--- config.mk ---
export PLATFORM = sky130hd
export DESIGN_NAME = ptp_regs_bank
export DESIGN_NICKNAME = d
export VERILOG_FILES = /design/src/ptp_pkg.sv /design/src/ptp_duty_decode.sv /design/src/ptp_regs_bank.sv
export VERILOG_INCLUDE_DIRS = /design/src
export SDC_FILE = /design/constraint.sdc
export NUM_CORES = 1
export LEC_CHECK = 0
export BUFFER_PORTS_ARGS = -buffer_cell sky130_fd_sc_hd__buf_4
export CORE_ASPECT_RATIO = 1.25
export CORE_MARGIN = 2
export CORE_UTILIZATION = 56
export CTS_CLUSTER_SIZE = 24
export DETAILED_ROUTE_END_ITERATION = 8
export HOLD_SLACK_MARGIN = 0.08
export PLACE_DENSITY = 0.85
export SKIP_LAST_GASP = 1
export SLEW_MARGIN = 20
export SYNTH_ARGS = -nofsm -noshare
export SYNTH_HDL_FRONTEND = slang
export SYNTH_HIERARCHICAL = 1
export SYNTH_SLANG_ARGS = --single-unit
export TNS_END_PERCENT = 100
--- constraint.sdc ---
create_clock -name clk -period 1.88 [get_ports clk]
set_input_delay 0.282 -clock clk [delete_from_list [all_inputs] [get_ports clk]]
set_output_delay 0.282 -clock clk [all_outputs]
set_load 0.02 [all_outputs]
--- src/ptp_regs.svh ---
// offsets, field positions, reset values and duty encodings for the
// power-regulation and two-phase profile register bank
// assumes inclusion from the package and the design files by bare name
`ifndef PTP_REGS_SVH
`define PTP_REGS_SVH

`define PTP_ADDR_W          8
`define PTP_DATA_W          32
`define PTP_PWR_CFG_ADDR    8'h90
`define PTP_TWO_PH_ADDR     8'h96
`define PTP_PWR_CFG_RESET   32'h0000_0000
`define PTP_TWO_PH_RESET    32'h0000_0000

`define PTP_PARITY_BIT      31
`define PTP_MAX_SPEED_HI    30
`define PTP_MAX_SPEED_LO    15
`define PTP_DT_COMP_BIT     14
`define PTP_MAX_POWER_HI    13
`define PTP_MAX_POWER_LO    4
`define PTP_HYST_HI         3
`define PTP_HYST_LO         2
`define PTP_MODE_HI         1
`define PTP_MODE_LO         0

`define PTP_STEP_COUNT      8
`define PTP_STEP_W          3
`define PTP_STEP0_HI        30
`define PTP_RSVD_HI         6
`define PTP_RSVD_LO         0

// duty levels in hundredths of a percent
`define PTP_DUTY_W          14
`define PTP_DUTY_0          14'd0
`define PTP_DUTY_1          14'd5000
`define PTP_DUTY_2          14'd7500
`define PTP_DUTY_3          14'd8375
`define PTP_DUTY_4          14'd8750
`define PTP_DUTY_5          14'd9375
`define PTP_DUTY_6          14'd9750
`define PTP_DUTY_7          14'd9900

// hysteresis in tenths of a percent
`define PTP_HYST_PCT_W      7
`define PTP_HYST_0          7'd50
`define PTP_HYST_1          7'd75
`define PTP_HYST_2          7'd100
`define PTP_HYST_3          7'd125

`endif

--- src/ptp_pkg.sv ---
// types shared by the register bank and its duty decoder
// assumes ptp_regs.svh on the include path
`default_nettype none
`include "ptp_regs.svh"

package ptp_pkg;
    typedef enum logic [1:0]
    {
        PTP_MODE_OFF       = 2'h0,
        PTP_MODE_CLOSED    = 2'h1,
        PTP_MODE_LIMIT     = 2'h2,
        PTP_MODE_RESERVED  = 2'h3
    } ptp_mode_t;

    typedef logic [`PTP_STEP_W-1:0]   ptp_step_t;
    typedef logic [`PTP_DUTY_W-1:0]   ptp_duty_t;
    typedef logic [`PTP_DATA_W-1:0]   ptp_word_t;
    typedef logic [`PTP_ADDR_W-1:0]   ptp_addr_t;
endpackage
`default_nettype wire

--- src/ptp_duty_decode.sv ---
// maps one 3-bit step-duty code to its duty level
// assumes a registered code at its input; purely combinational
`timescale 1ns/1ps
`default_nettype none
`include "ptp_regs.svh"

module ptp_duty_decode
(
    input  wire ptp_pkg::ptp_step_t code,
    output var  ptp_pkg::ptp_duty_t duty
);
    import ptp_pkg::*;

    always_comb
    begin
        case (code)
            3'h0:    duty = `PTP_DUTY_0;
            3'h1:    duty = `PTP_DUTY_1;
            3'h2:    duty = `PTP_DUTY_2;
            3'h3:    duty = `PTP_DUTY_3;
            3'h4:    duty = `PTP_DUTY_4;
            3'h5:    duty = `PTP_DUTY_5;
            3'h6:    duty = `PTP_DUTY_6;
            3'h7:    duty = `PTP_DUTY_7;
            default: duty = `PTP_DUTY_0;
        endcase
    end
endmodule
`default_nettype wire

--- src/ptp_regs_bank.sv ---
// power-regulation and two-phase duty profile register bank
// assumes the serial register interface delivers one-cycle word strobes
// with address, all synchronous to clk
`timescale 1ns/1ps
`default_nettype none
`include "ptp_regs.svh"

module ptp_regs_bank
(
    input  wire logic                clk,
    input  wire logic                rst_b,
    input  wire logic                wr_en,
    input  wire logic                rd_en,
    input  wire ptp_pkg::ptp_addr_t  addr,
    input  wire ptp_pkg::ptp_word_t  wr_data,
    output var  ptp_pkg::ptp_word_t  rd_data,
    output var  logic                rd_valid,
    output var  logic                rd_hit,
    output var  logic [15:0]         max_speed_code,
    output var  logic                dead_time_correction_on,
    output var  logic [9:0]          max_power_code,
    output var  logic [1:0]          power_regulation_hysteresis,
    output var  logic [6:0]          hysteresis_tenth_pct,
    output var  ptp_pkg::ptp_mode_t  regulation_mode,
    output var  logic [6:0]          two_phase_reserved,
    output var  ptp_pkg::ptp_step_t  two_phase_duty_step_0,
    output var  ptp_pkg::ptp_step_t  two_phase_duty_step_1,
    output var  ptp_pkg::ptp_step_t  two_phase_duty_step_2,
    output var  ptp_pkg::ptp_step_t  two_phase_duty_step_3,
    output var  ptp_pkg::ptp_step_t  two_phase_duty_step_4,
    output var  ptp_pkg::ptp_step_t  two_phase_duty_step_5,
    output var  ptp_pkg::ptp_step_t  two_phase_duty_step_6,
    output var  ptp_pkg::ptp_step_t  two_phase_duty_step_7,
    output var  ptp_pkg::ptp_duty_t  step_duty [`PTP_STEP_COUNT]
);
    import ptp_pkg::*;

    ptp_word_t  power_regulation_config;
    ptp_word_t  two_phase_duty_profile;
    ptp_word_t  next_power_regulation_config;
    ptp_word_t  next_two_phase_duty_profile;
    ptp_word_t  next_rd_data;
    logic       next_rd_valid;
    logic       next_rd_hit;
    ptp_duty_t  duty_comb [`PTP_STEP_COUNT];
    ptp_duty_t  next_step_duty [`PTP_STEP_COUNT];
    logic [6:0] next_hyst_pct;
    logic       pwr_sel;
    logic       two_ph_sel;

    function automatic ptp_step_t step_field(input ptp_word_t w,
                                             input int        idx);
        int lo;
        lo = `PTP_STEP0_HI - `PTP_STEP_W * idx - (`PTP_STEP_W - 1);
        return ptp_step_t'(w >> lo);
    endfunction

    function automatic logic is_pwr_word(input ptp_addr_t a);
        return a == `PTP_PWR_CFG_ADDR;
    endfunction

    function automatic logic is_two_ph_word(input ptp_addr_t a);
        return a == `PTP_TWO_PH_ADDR;
    endfunction

    // hysteresis code to tenths of a percent
    function automatic logic [6:0] hyst_pct(input logic [1:0] code);
        case (code)
            2'h0:    return `PTP_HYST_0;
            2'h1:    return `PTP_HYST_1;
            2'h2:    return `PTP_HYST_2;
            2'h3:    return `PTP_HYST_3;
            default: return `PTP_HYST_0;
        endcase
    endfunction

    // both selects come from one decode, so reads and writes agree on
    // the map; an address matching neither word drops the write and reads back zero, hit low
    always_comb
    begin
        pwr_sel    = is_pwr_word(addr);
        two_ph_sel = is_two_ph_word(addr);
    end

    // stored words: the read path samples the flops, so a write in the
    // same cycle as a read returns the old value
    always_comb
    begin
        next_power_regulation_config = power_regulation_config;
        next_two_phase_duty_profile  = two_phase_duty_profile;
        if (wr_en && pwr_sel)
            next_power_regulation_config = wr_data;
        if (wr_en && two_ph_sel)
            next_two_phase_duty_profile = wr_data;
    end

    always_ff @(posedge clk or negedge rst_b)
    begin
        if (!rst_b)
        begin
            power_regulation_config <= `PTP_PWR_CFG_RESET;
            two_phase_duty_profile  <= `PTP_TWO_PH_RESET;
        end
        else
        begin
            power_regulation_config <= next_power_regulation_config;
            two_phase_duty_profile  <= next_two_phase_duty_profile;
        end
    end

    // read return: an unmapped read is still answered, hit low and data
    // zero, so the serial front end never waits on a missing word
    always_comb
    begin
        next_rd_valid = rd_en;
        next_rd_hit   = 1'b0;
        next_rd_data  = 32'h0000_0000;
        if (rd_en)
        begin
            case ({pwr_sel, two_ph_sel})
                2'h2:
                begin
                    next_rd_data = power_regulation_config;
                    next_rd_hit  = 1'b1;
                end
                2'h1:
                begin
                    next_rd_data = two_phase_duty_profile;
                    next_rd_hit  = 1'b1;
                end
                default:
                begin
                    next_rd_data = 32'h0000_0000;
                    next_rd_hit  = 1'b0;
                end
            endcase
        end
    end

    always_ff @(posedge clk or negedge rst_b)
    begin
        if (!rst_b)
        begin
            rd_data  <= 32'h0000_0000;
            rd_valid <= 1'b0;
            rd_hit   <= 1'b0;
        end
        else
        begin
            rd_data  <= next_rd_data;
            rd_valid <= next_rd_valid;
            rd_hit   <= next_rd_hit;
        end
    end

    // levels are registered so each output leaves a flop; the price is
    // one cycle of lag behind the stored word
    always_comb
    begin
        for (int i = 0; i < `PTP_STEP_COUNT; i++)
            next_step_duty[i] = duty_comb[i];
        next_hyst_pct = hyst_pct(power_regulation_config[`PTP_HYST_HI:
                                                         `PTP_HYST_LO]);
    end

    // one decoder per step, each fed only its own 3-bit slice
    for (genvar g = 0; g < `PTP_STEP_COUNT; g++)
    begin : g_dec
        ptp_duty_decode u_dec
        (
            .code (step_field(two_phase_duty_profile, g)),
            .duty (duty_comb[g])
        );
    end

    always_ff @(posedge clk or negedge rst_b)
    begin
        if (!rst_b)
        begin
            hysteresis_tenth_pct <= `PTP_HYST_0;
            for (int i = 0; i < `PTP_STEP_COUNT; i++)
                step_duty[i] <= `PTP_DUTY_0;
        end
        else
        begin
            hysteresis_tenth_pct <= next_hyst_pct;
            for (int i = 0; i < `PTP_STEP_COUNT; i++)
                step_duty[i] <= next_step_duty[i];
        end
    end

    // parity bit 31 is stored and read back only; nothing checks it here
    // field outputs are straight slices of the stored words
    always_comb
    begin
        max_speed_code = power_regulation_config[`PTP_MAX_SPEED_HI:
                                                 `PTP_MAX_SPEED_LO];
        dead_time_correction_on =
            power_regulation_config[`PTP_DT_COMP_BIT];
        max_power_code = power_regulation_config[`PTP_MAX_POWER_HI:
                                                 `PTP_MAX_POWER_LO];
        power_regulation_hysteresis =
            power_regulation_config[`PTP_HYST_HI:`PTP_HYST_LO];
        // reserved code 3 is passed on untouched; the consumer treats it
        regulation_mode = ptp_mode_t'(
            power_regulation_config[`PTP_MODE_HI:`PTP_MODE_LO]);
        two_phase_reserved =
            two_phase_duty_profile[`PTP_RSVD_HI:`PTP_RSVD_LO];
        two_phase_duty_step_0 = step_field(two_phase_duty_profile, 0);
        two_phase_duty_step_1 = step_field(two_phase_duty_profile, 1);
        two_phase_duty_step_2 = step_field(two_phase_duty_profile, 2);
        two_phase_duty_step_3 = step_field(two_phase_duty_profile, 3);
        two_phase_duty_step_4 = step_field(two_phase_duty_profile, 4);
        two_phase_duty_step_5 = step_field(two_phase_duty_profile, 5);
        two_phase_duty_step_6 = step_field(two_phase_duty_profile, 6);
        two_phase_duty_step_7 = step_field(two_phase_duty_profile, 7);
    end
endmodule
`default_nettype wire

==> metrics <==
clock latency of the later-clocked register in the worst-skew pair 0.48 ns; DR DRC count 0; Chip Height 145 um; count of different cell masters after synthesis 30; library cell with the largest summed area after synthesis sky130_fd_sc_hd__dfrtp_1; buffers plus inverters on the worst setup path 1; highest fanout seen on the critical path 15; remaining global-route overflow 0; routed wire length 20.0 mm; Ports 259; Seq/Total Area, Yosys 60.4%; maximum count of clock buffers along a single path 3; CP top delay family flip-flops; Max transition margin 52.7%; Clock Sinks 216; setup repair after global routing missed its margin false; maximum number of pins on one net before global-route repair 53; final weighted congestion of routability-driven global placement 0.816; Min-Delay Path Class primary input to async pin; post-cts resize count 0; final standard cell count with taps included and fillers excluded 1,120; number of placed instances with taps included 1,052; CTS tree yes; width of the die 117 um; Total GRT Usage 23.1%; final critical-path share of the clock period 88.7%; Iter 0 DRT Violations 310; via count of the first global-routing pass 5,707; power density over cell area 869 mW/mm^2; area taken by multi-input logic gates 0.00262 sq mm; most instantiated library cell after synthesis sky130_fd_sc_hd__dfrtp_1; clock transition at the registers of the reported paths 0.06 ns; result of the run finished clean; count of H-tree levels built during CTS 1; synthesis warning total 6; TritonRoute pass-1 iters 4; average wire per cell in the routed design 17.8 um; antenna-violating nets left 0; number of cells produced by synthesis 674; # hold bufs at CTS 34; Clock Tree Root sky130_fd_sc_hd__clkbuf_16; HPWL after detailed placement 13.6 mm; crit path cell chain buf_4; maximum clock skew at final layout 0.00620 ns; critical path data arrival time 1.39 ns; most used standard cells in the synthesized netlist 213 x sky130_fd_sc_hd__dfrtp_1, 93 x sky130_fd_sc_hd__buf_4, 50 x sky130_fd_sc_hd__nor2_1; most area-consuming cells after synthesis sky130_fd_sc_hd__dfrtp_1 60%, sky130_fd_sc_hd__buf_4 7.8%, sky130_fd_sc_hd__mux2_4 6.7%; net count of the mapped netlist 765; cell row count 51; number of filler instances in the final layout 957; post-route setup TNS 0 ns; start-to-end type of the worst setup path flop to primary output; largest voltage drop on the vdd net 0.631 mV; initial cell density of the core 57.3%; area added between synthesis and finish 29.0%; Finish-stage setup viols 0; number of buffers inserted by port buffering 258; flops & latches, synth 216; vias 5,626; Worst Hold Slack 0.332 ns; Final Hold Fails 0; Total Power 10.0 mW; number of buffers inserted during clock tree synthesis 20; core box area 0.0156 sq mm; Worst Max-Slew Pin Slew 0.709 ns; area enclosed by the die boundary 0.0170 sq mm; total setup buffers inserted after CTS 0; antenna violations before repair 1; flip-flop and latch area 0.00541 sq mm; shortest period the worst path allows 1.67 ns; post-synthesis instance area 0.00896 sq mm; synthesized area divided by synthesized cell count 13.3 sq um; max-slew violations 0; Main synth FF type sky130_fd_sc_hd__dfrtp_1; element type at the critical path end primary output; share of Yosys cell area claimed by the top area cell type 59.5%; wire length of the first global-routing pass 30.6 mm; maximum frequency from static timing analysis 599 MHz; detailed-route vias per instance 5.02; CP max-delay cell sky130_fd_sc_hd__dfrtp_1; kind of start point of the critical path flop; max-cap viol count 0; # nets final 987; Post-synth EDFFs 0; critical path's largest stage delay 0.66 ns; ratio of cells with drive above 1 in the final layout 42.7%; Required @ worst endpoint 1.60 ns; async set-or-reset flop fraction in the synthesized netlist 100%; leakage power figure 6.32 nW
final cells by class:
cell class | count | share of cell area (%)
Antenna cell | 1 | 0.0217
Clock buffer | 29 | 5.16
Clock inverter | 4 | 0.173
Inverter | 32 | 1.04
Multi-Input combinational cell | 316 | 22.7
Sequential cell | 216 | 46.8
Tap cell | 212 | 2.30
Timing Repair Buffer | 310 | 21.8
final timing paths:
kind / from / endpoint / slack, ns / cells after the start
worst max-delay path: two_phase_duty_profile[18]$_DFFE_PN0P_ / two_phase_duty_step_4[2] / 0.21 / 1
worst max register to register: two_phase_duty_profile[25]$_DFFE_PN0P_ / step_duty[89]$_DFF_PN0_ / 0.50 / 4
min in group clk: wr_en / power_regulation_config[31]$_DFFE_PN0P_ / 0.41 / 4
worst min register to register: power_regulation_config[31]$_DFFE_PN0P_ / power_regulation_config[31]$_DFFE_PN0P_ / 0.51 / 1
max in group asynchronous: rst_b / step_duty[26]$_DFF_PN0_ / 0.91 / 3
worst min-delay path: rst_b / step_duty[4]$_DFF_PN0_ / 0.33 / 2
registers in the layout (all words and copies together) (netlist names):
signal	cells
step_duty	112
power_regulation_config	32
rd_data	32
two_phase_duty_profile	32
hysteresis_tenth_pct	6
rd_hit	1
rd_valid	1
cells in the final DEF (no fill, tap or decap), types with 2 or more instances in the layout:
cell and instances:
sky130_fd_sc_hd__clkbuf_16 21, sky130_fd_sc_hd__or2_1 8, sky130_fd_sc_hd__ha_1 45, sky130_fd_sc_hd__dfstp_2 3
sky130_fd_sc_hd__clkbuf_8 5, sky130_fd_sc_hd__inv_1 31, sky130_fd_sc_hd__o21ai_0 8, sky130_fd_sc_hd__o21ai_2 3
sky130_fd_sc_hd__nor2b_1 8, sky130_fd_sc_hd__nand4_4 2, sky130_fd_sc_hd__clkbuf_1 4, sky130_fd_sc_hd__clkinv_2 4
sky130_fd_sc_hd__mux2_2 24, sky130_fd_sc_hd__ha_2 2, sky130_fd_sc_hd__o21ai_1 7, sky130_fd_sc_hd__dfrtp_1 213
sky130_fd_sc_hd__mux2i_1 8, sky130_fd_sc_hd__nand2_1 48, sky130_fd_sc_hd__a22oi_1 32, sky130_fd_sc_hd__mux2_4 40
sky130_fd_sc_hd__or2_2 2, sky130_fd_sc_hd__nor2_1 50, sky130_fd_sc_hd__buf_4 267, sky130_fd_sc_hd__buf_12 8
sky130_fd_sc_hd__a21oi_1 7, sky130_fd_sc_hd__dlygate4sd3_1 34, sky130_fd_sc_hd__nand2b_1 8, sky130_fd_sc_hd__a21boi_0 7
through the flow:
stage | utilization, % | setup slack (ns) | instance area [sq um]
finish | 73.9 | 0.212 | 11600
global route | 73.9 | 0.166 | 11600
CTS | 73.9 | 0.191 | 11500
detailed placement | 67.8 | -0.170 | 10600
global placement | 67.8 | -0.139 | 10600
floorplan | - | 0.00667 | 8960
logic make-up (layout without fill, tap and decap cells):
logic type                 after synthesis  in the layout  synth area share [%]
buffers and inverters                  142            375                  10.4
AOI/OAI and AO/OA                       64             64                  4.79
adders and majority gates               47             47                  6.57
muxes                                   72             72                  10.6
DFF                                    216            216                  60.4
and+or+nand+nor                        133            133                  7.19
other                                    0              1                     0
power by group:
part | leakage [nW] | internal (mW) | switching, mW | total [mW]
sequential | 2.97 | 4.87 | 0.167 | 5.04
clock | 0.308 | 2.19 | 1.60 | 3.79
combinational | 3.05 | 0.554 | 0.652 | 1.21
total | 6.32 | 7.61 | 2.42 | 10.0
routing by layer:
layer  up-vias  routed length, um  track usage [%]
li1       2554                  -                -
met1      2808               7040             26.1
met2       202              10900             41.9
met3        62               1170             4.21
met4         0                845             9.88
met5         -                  0                0
No activity file was read; power rests on OpenSTA's default activity.
